### src/rst_seq_pkg.sv
// shared constants for the panel reset and power sequencing ends
// assumes a single 10 MHz system clock on both ends
package rst_seq_pkg;
    localparam int unsigned CLK_HZ              = 10_000_000;
    localparam int unsigned SPIKE_REJECT_NS     = 5_000;
    localparam int unsigned RESET_ACCEPT_NS     = 9_000;
    localparam int unsigned RELOAD_MAX_US       = 5_000;
    localparam int unsigned BLANK_MAX_US        = 120_000;
    localparam int unsigned CMD_WAIT_US         = 5_000;
    localparam int unsigned WAKE_WAIT_US        = 120_000;
    localparam int unsigned SUPPLY_OFF_AWAKE_US = 120_000;
    localparam int unsigned SUPPLY_OFF_DOZE_US  = 0;
    localparam int unsigned RESET_PULSE_US      = 10;
    // least times round up, longest round down
    localparam int unsigned SPIKE_CYC   = (SPIKE_REJECT_NS * (CLK_HZ / 1_000_000)) / 1_000;
    localparam int unsigned ACCEPT_CYC  = ((RESET_ACCEPT_NS * (CLK_HZ / 1_000_000)) + 999) / 1_000;
    localparam int unsigned RELOAD_CYC  = RELOAD_MAX_US * (CLK_HZ / 1_000_000) / 2;
    localparam int unsigned BLANK_CYC   = BLANK_MAX_US * (CLK_HZ / 1_000_000) / 2;
    localparam int unsigned CMD_CYC     = CMD_WAIT_US * (CLK_HZ / 1_000_000);
    localparam int unsigned WAKE_CYC    = WAKE_WAIT_US * (CLK_HZ / 1_000_000);
    localparam int unsigned OFF_AWAKE_CYC = SUPPLY_OFF_AWAKE_US * (CLK_HZ / 1_000_000);
    localparam int unsigned OFF_DOZE_CYC  = SUPPLY_OFF_DOZE_US * (CLK_HZ / 1_000_000) + 1;
    localparam int unsigned PULSE_CYC   = RESET_PULSE_US * (CLK_HZ / 1_000_000);
    localparam int unsigned CNT_W       = 24;
    localparam logic [1:0]  CMD_LEAVE_SLEEP = 2'h1;
    localparam logic [1:0]  CMD_ENTER_SLEEP = 2'h2;
    localparam logic [1:0]  CMD_OTHER       = 2'h3;
endpackage

### src/panel_link_if.sv
// pins between host sequencer and panel driver
// assumes both ends on clk_sys
`timescale 1ns/1ns
interface panel_link_if;
    logic       hw_reset_line_n;
    logic       chip_select_line_n;
    logic       io_supply_rail;
    logic       analog_supply_rail;
    logic       cmd_valid;
    logic [1:0] cmd_code;
    modport host (
        output hw_reset_line_n, chip_select_line_n, io_supply_rail, analog_supply_rail, cmd_valid, cmd_code
    );
    modport device (
        input  hw_reset_line_n, chip_select_line_n, io_supply_rail, analog_supply_rail, cmd_valid, cmd_code
    );
endinterface

### src/panel_driver.sv
// panel driver end: reset filter, settings reload, blanking, sleep modes
// assumes link pins synchronous to clk_sys; host keeps its own waits
//
// Function
// reset input is active low
// awake: host waits 120 ms before supply off
// dozing: supplies may drop at once
// chip select free or tied low
// reset beats chip select
// host pulses reset after unsteady power-up
// no abnormal image while asleep
// ignore spikes under 5 us, reset past 9 us
// spike rejection inside valid reset too
// reload settings within 5 ms of release
// blank during reset, then defaults
// host waits 5 ms before commands
// no leave-sleep before 120 ms
// host times waits on free counter
`timescale 1ns/1ns
module panel_driver
    import rst_seq_pkg::*;
#(
    parameter int unsigned RELOAD_CYCLES = RELOAD_CYC,
    parameter int unsigned BLANK_CYCLES  = BLANK_CYC
) (
    // clock and reset
    input  wire logic       clk_sys,
    input  wire logic       sys_rst,
    // link
    panel_link_if.device    link,
    // status
    output logic            reset_active,
    output logic            display_on,
    output logic            awake,
    output logic            settings_loaded,
    output logic            cmd_accepted
);
    typedef enum logic [2:0] {
        ST_IDLE   = 3'b000,
        ST_BLANK  = 3'b001,
        ST_HOLD   = 3'b010,
        ST_RELOAD = 3'b011,
        ST_READY  = 3'b100
    } state_t;

    typedef struct packed {
        state_t           state;
        logic [7:0]       low_cnt;
        logic [7:0]       high_cnt;
        logic             filt_low;
        logic [CNT_W-1:0] timer;
        logic             awake;
        logic             display_on;
        logic             loaded;
        logic             cmd_ok;
    } drv_t;

    drv_t cur_reg;
    drv_t cur_next;
    logic powered;

    assign powered = link.io_supply_rail & link.analog_supply_rail;

    // ------------------------------------------------------------
    // next state
    // ------------------------------------------------------------
    always_comb begin
        cur_next        = cur_reg;
        cur_next.cmd_ok = 1'b0;
        // reset line filter, low is a request
        if (!link.hw_reset_line_n) begin
            cur_next.high_cnt = '0;
            if (cur_reg.low_cnt < 8'(ACCEPT_CYC)) begin
                cur_next.low_cnt = cur_reg.low_cnt + 8'h01;
            end
            if (cur_reg.low_cnt + 8'h01 >= 8'(ACCEPT_CYC)) begin
                cur_next.filt_low = 1'b1;
            end
        end else begin
            if (cur_reg.filt_low) begin
                // short highs inside a reset are spikes too
                if (cur_reg.high_cnt < 8'(SPIKE_CYC)) begin
                    cur_next.high_cnt = cur_reg.high_cnt + 8'h01;
                end else begin
                    cur_next.filt_low = 1'b0;
                    cur_next.low_cnt  = '0;
                end
            end else begin
                cur_next.low_cnt = '0; // short lows rejected
            end
        end

        if (!powered) begin
            cur_next.state      = ST_IDLE;
            cur_next.awake      = 1'b0;
            cur_next.display_on = 1'b0;
            cur_next.loaded     = 1'b0;
        end else if (cur_next.filt_low) begin
            // reset wins over chip select and commands
            cur_next.display_on = 1'b0;
            cur_next.loaded     = 1'b0;
            if (cur_reg.state != ST_BLANK && cur_reg.state != ST_HOLD) begin
                cur_next.state = cur_reg.awake ? ST_BLANK : ST_HOLD;
                cur_next.timer = '0;
            end else if (cur_reg.state == ST_BLANK) begin
                if (cur_reg.timer >= CNT_W'(BLANK_CYCLES - 1)) begin
                    cur_next.state = ST_HOLD;
                    cur_next.awake = 1'b0;
                end else begin
                    cur_next.timer = cur_reg.timer + 1'b1;
                end
            end else begin
                cur_next.awake = 1'b0;
            end
        end else begin
            case (cur_reg.state)
                ST_IDLE, ST_BLANK, ST_HOLD: begin
                    cur_next.state = ST_RELOAD;
                    cur_next.timer = '0;
                    cur_next.awake = 1'b0;
                end
                ST_RELOAD: begin
                    // reload stands in for the nonvolatile copy
                    if (cur_reg.timer >= CNT_W'(RELOAD_CYCLES - 1)) begin
                        cur_next.state  = ST_READY;
                        cur_next.loaded = 1'b1;
                    end else begin
                        cur_next.timer = cur_reg.timer + 1'b1;
                    end
                end
                ST_READY: begin
                    if (link.cmd_valid && !link.chip_select_line_n) begin
                        cur_next.cmd_ok = 1'b1;
                        if (link.cmd_code == CMD_LEAVE_SLEEP) begin
                            cur_next.awake      = 1'b1;
                            cur_next.display_on = 1'b1;
                        end else if (link.cmd_code == CMD_ENTER_SLEEP) begin
                            cur_next.awake      = 1'b0;
                            cur_next.display_on = 1'b0;
                        end
                    end
                end
                default: begin
                    cur_next.state = ST_IDLE;
                end
            endcase
        end
    end

    // ------------------------------------------------------------
    // state register
    // ------------------------------------------------------------
    always_ff @(posedge clk_sys) begin
        if (sys_rst) begin
            cur_reg <= '{state: ST_IDLE, low_cnt: '0, high_cnt: '0, filt_low: 1'b0, timer: '0,
                         awake: 1'b0, display_on: 1'b0, loaded: 1'b0, cmd_ok: 1'b0};
        end else begin
            cur_reg <= cur_next;
        end
    end

    assign reset_active    = cur_reg.filt_low;
    assign display_on      = cur_reg.display_on;
    assign awake           = cur_reg.awake;
    assign settings_loaded = cur_reg.loaded;
    assign cmd_accepted    = cur_reg.cmd_ok;
endmodule

### src/flat_wrapper.sv
// flat-port wrapper written by rule: the top's interface ports become plain ports
module panel_driver_flat import rst_seq_pkg::*;
#(
    parameter int unsigned RELOAD_CYCLES = RELOAD_CYC,
    parameter int unsigned BLANK_CYCLES  = BLANK_CYC
)
  (clk_sys, sys_rst, reset_active, display_on, awake, settings_loaded, cmd_accepted, link_hw_reset_line_n, link_chip_select_line_n, link_io_supply_rail, link_analog_supply_rail, link_cmd_valid, link_cmd_code);
  panel_link_if link_i ();
  input  wire logic clk_sys;
  input  wire logic sys_rst;
  output logic reset_active;
  output logic display_on;
  output logic awake;
  output logic settings_loaded;
  output logic cmd_accepted;
  input wire logic [$bits(link_i.hw_reset_line_n)-1:0] link_hw_reset_line_n;
  input wire logic [$bits(link_i.chip_select_line_n)-1:0] link_chip_select_line_n;
  input wire logic [$bits(link_i.io_supply_rail)-1:0] link_io_supply_rail;
  input wire logic [$bits(link_i.analog_supply_rail)-1:0] link_analog_supply_rail;
  input wire logic [$bits(link_i.cmd_valid)-1:0] link_cmd_valid;
  input wire logic [$bits(link_i.cmd_code)-1:0] link_cmd_code;
  assign link_i.hw_reset_line_n = link_hw_reset_line_n;
  assign link_i.chip_select_line_n = link_chip_select_line_n;
  assign link_i.io_supply_rail = link_io_supply_rail;
  assign link_i.analog_supply_rail = link_analog_supply_rail;
  assign link_i.cmd_valid = link_cmd_valid;
  assign link_i.cmd_code = link_cmd_code;
  panel_driver #(.RELOAD_CYCLES(RELOAD_CYCLES), .BLANK_CYCLES(BLANK_CYCLES)) u_core (.clk_sys(clk_sys), .sys_rst(sys_rst), .link(link_i), .reset_active(reset_active), .display_on(display_on), .awake(awake), .settings_loaded(settings_loaded), .cmd_accepted(cmd_accepted));
endmodule
### config.mk
export PLATFORM = sky130hd
export DESIGN_NAME = panel_driver_flat
export DESIGN_NICKNAME = d
export VERILOG_FILES = /design/src/rst_seq_pkg.sv /design/src/panel_link_if.sv /design/src/panel_driver.sv /design/src/flat_wrapper.sv
export SDC_FILE = /design/constraint.sdc
export NUM_CORES = 1
export LEC_CHECK = 0
export CAP_MARGIN = 20
export CORE_AREA = 2 2 72 74
export DETAILED_ROUTE_END_ITERATION = 10
export DIE_AREA = 0 0 74 76
export DONT_BUFFER_PORTS = 1
export PLACE_DENSITY = 0.77
export SYNTH_ARGS = -nofsm -noshare
export SYNTH_HDL_FRONTEND = slang
export SYNTH_SLANG_ARGS = --single-unit
### constraint.sdc
create_clock -name clk_sys -period 3.5 [get_ports clk_sys]
set_input_delay 0.175 -clock clk_sys [delete_from_list [all_inputs] [get_ports clk_sys]]
set_output_delay 0.175 -clock clk_sys [all_outputs]
set_load 0.005 [all_outputs]
==> out/results.ini <==
[timing]
period_share_pct = 89.9
setup_viol = 0
fin_crit_ns = 3.15
slew_headroom_pct = 56.6
fmaxAchievable_mhz = 318
rsz0062_at_grt = false
hold_viol_final = 0
tightestPinTransition_ns = 0.634
layout_setup_ws_ns = 0.353
finalSetupTns_ns = 0
slew_violations = 0
clock_skew_ns = 0.00675

[clock_network]
cts_hold_buffers = 1
clk_pin_slew_ns = 0.09
root_buffer = clkbuf_8
h-tree-depth = 2
ctsLongestPathBuffers = 2
worstSkewPairLatency_ns = 0.31
cts_resized = 0
cts_buffers = 5
cts_setup_buffers = 0
cts_tree = done
clock-sinks = 48

[grt]
grt_max_degree = 38
grt_pass1_vias = 2451
gr-total-overflow = 0
antenna_found_initial = 0
grt_pass1_wl_mm = 11.3
grt_usage_pct = 24.6

[power]
p_clk_share_pct = 39.0
p_comb_share_pct = 8.5
cellPowerDensity_nw_per_um2 = 340
swShare_pct = 24.9
p_leak_nw = 1.07
ir_drop_mv = 0.251
seqPwrFrac_pct = 52.5
intPower_w = 0.000797
p_sw_w = 0.000265

[logic_synthesis]
synth_edf_count = 0
async_flop_share_pct = 0
synth.largest_area_cell = dfxtp_1
ys_seq_area_share_pct = 32.7
ys_warn_count = 0
synth_most_common_cell = dfxtp_1
netlist_area_um2 = 2940
synth_top_area_share_pct = 32.7
synth_cell_type_count = 59
syn-instance-count = 354
synth_nets = 369
synth.area.top_cells = dfxtp_1, nor2_1, a211oi_1
syn_area_per_cell_um2 = 8.31
yosys_register_bits = 48
ys.flop_type = dfxtp_1
yosys-top-cells-count = dfxtp_1, nor2_1, nand2_1

[routing]
dr.pass1.iters = 4
drc_errors = 0
viasPerCell = 6.28
ant_nets = 0
wire_per_inst_um = 15.4
num_vias = 2632
drtIter0Drc = 119
drt_wl_total_mm = 6.44

[floorplan]
initial_core_util_pct = 59.9
die_h_um = 76
core-area_um2 = 4910
die_area_um2 = 5620
io_pins = 14
rows = 26
die_x_um = 74

[cells_and_area]
largest_reg_flops = 43
drive_above_1_share_pct = 12.9
area.growth.synth_to_final_pct = 6.04
num_antenna_cells = 0
nets = 363
fillers = 414

[hold_path]
min_path_type = in -> reg

[outcome]
outcome = finished clean

[critical_path]
crit_fanout = 32
critPathKind = reg -> reg
worstSetupEndpointType = flip-flop
cp.arrival_ns = 3.37
crit_path_start_kind = flip-flop
crit_required_ns = 3.73

[place]
gp_congestion = 0.937
place_hpwl_mm = 4.43
pre_cts_ws_ns = 0.379
io_buffers = 0

[run]
max_cap_violations = 0

## cell families (layout without fill, tap and decap cells)
family / Yosys count / after routing / synth area share [%]
AO/OA/AOI/OAI: 104 / 104 / 27.5
XOR/XNOR: 4 / 4 / 1.19
adder cells (fa/ha/maj): 6 / 6 / 2.55
buffers and inverters: 36 / 31 / 5.36
flip-flops: 48 / 48 / 32.7
multiplexers: 6 / 6 / 2.38
AND/OR/NAND/NOR: 150 / 150 / 28.4
## layer usage
metal	global-route usage (%)	up-vias	wire [µm]
li1	-	1334	-
met1	31.3	1237	3000
met2	41.0	51	3080
met3	5.16	10	246
met4	7.82	0	120
met5	0	-	0
## area by class of cell
class	instances	area (µm²)	share of cell area [%]
Multi-Input combinational cell	270	1830	58.6
Sequential cell	48	961	30.8
Tap cell	70	87.6	2.81
Timing Repair Buffer	8	72.6	2.33
Clock buffer	5	68.8	2.21
Inverter	15	56.3	1.80
Clock inverter	3	46.3	1.48
## worst max-delay path, cell delays in order, from the launching register on
cell      delay [ns]
dfxtp_1         0.44
ha_1            0.31
nand3_1         0.18
o31ai_1         0.26
a221o_1         0.35
a22o_1          0.42
o21ai_4         0.07
buf_4           0.24
or4_1           0.55
a211oi_1        0.25
## power groups by stage
stage / sequential (W) / clock [W] / combinational [W]
after global routing: 0.000559 / 0.000449 / 0.0000999
after detailed placement: 0.000570 / 0 / 0.0000806
after global placement: 0.000570 / 0 / 0.0000798
after CTS: 0.000557 / 0.000426 / 0.0000902
after floorplan: 0.000567 / 0 / 0.0000722
final: 0.000557 / 0.000414 / 0.0000904
## worst paths after layout
kind              slack (ns)            startpoint                  to  cells past startpoint
setup / recovery        0.35    u_core.cur_reg[38]  u_core.cur_reg[23]                      9
hold / removal          0.08  link_hw_reset_line_n  u_core.cur_reg[40]                      3
setup reg to reg        0.35    u_core.cur_reg[38]  u_core.cur_reg[23]                      9
hold reg to reg         0.43    u_core.cur_reg[36]  u_core.cur_reg[36]                      2
## layout by cell type (no fill, tap or decap), types with 3 or more instances in the layout
cell type  instances
dfxtp_1           48
nor2_1            38
nand2_1           30
a211oi_1          18
o21ai_0           16
o31ai_1           15
inv_1             15
a21oi_1           14
nand3_1           13
a211oi_2           9
nand4_1            9
or4_4              8
or4_1              8
or3_1              7
buf_4              7
and3_1             6
nor4_1             6
ha_1               6
nand4b_1           5
clkbuf_8           5
mux2i_1            4
and2_1             3
nand2b_1           3
nor3_1             3
o41ai_1            3
a31oi_1            3
## metrics by stage
stage	utilization (%)	hold WS, ns	instance area, µm²	std cells	total power, W
finish	63.5	0.0787	3120	419	0.00106
global route	63.5	0.0960	3120	419	0.00111
CTS	63.5	0.0692	3120	419	0.00107
detailed placement	60.8	0.252	2990	410	0.000651
global placement	60.8	0.250	2990	410	0.000649
floorplan	-	0.395	2940	354	0.000640
No activity file was read; power rests on OpenSTA's default activity.
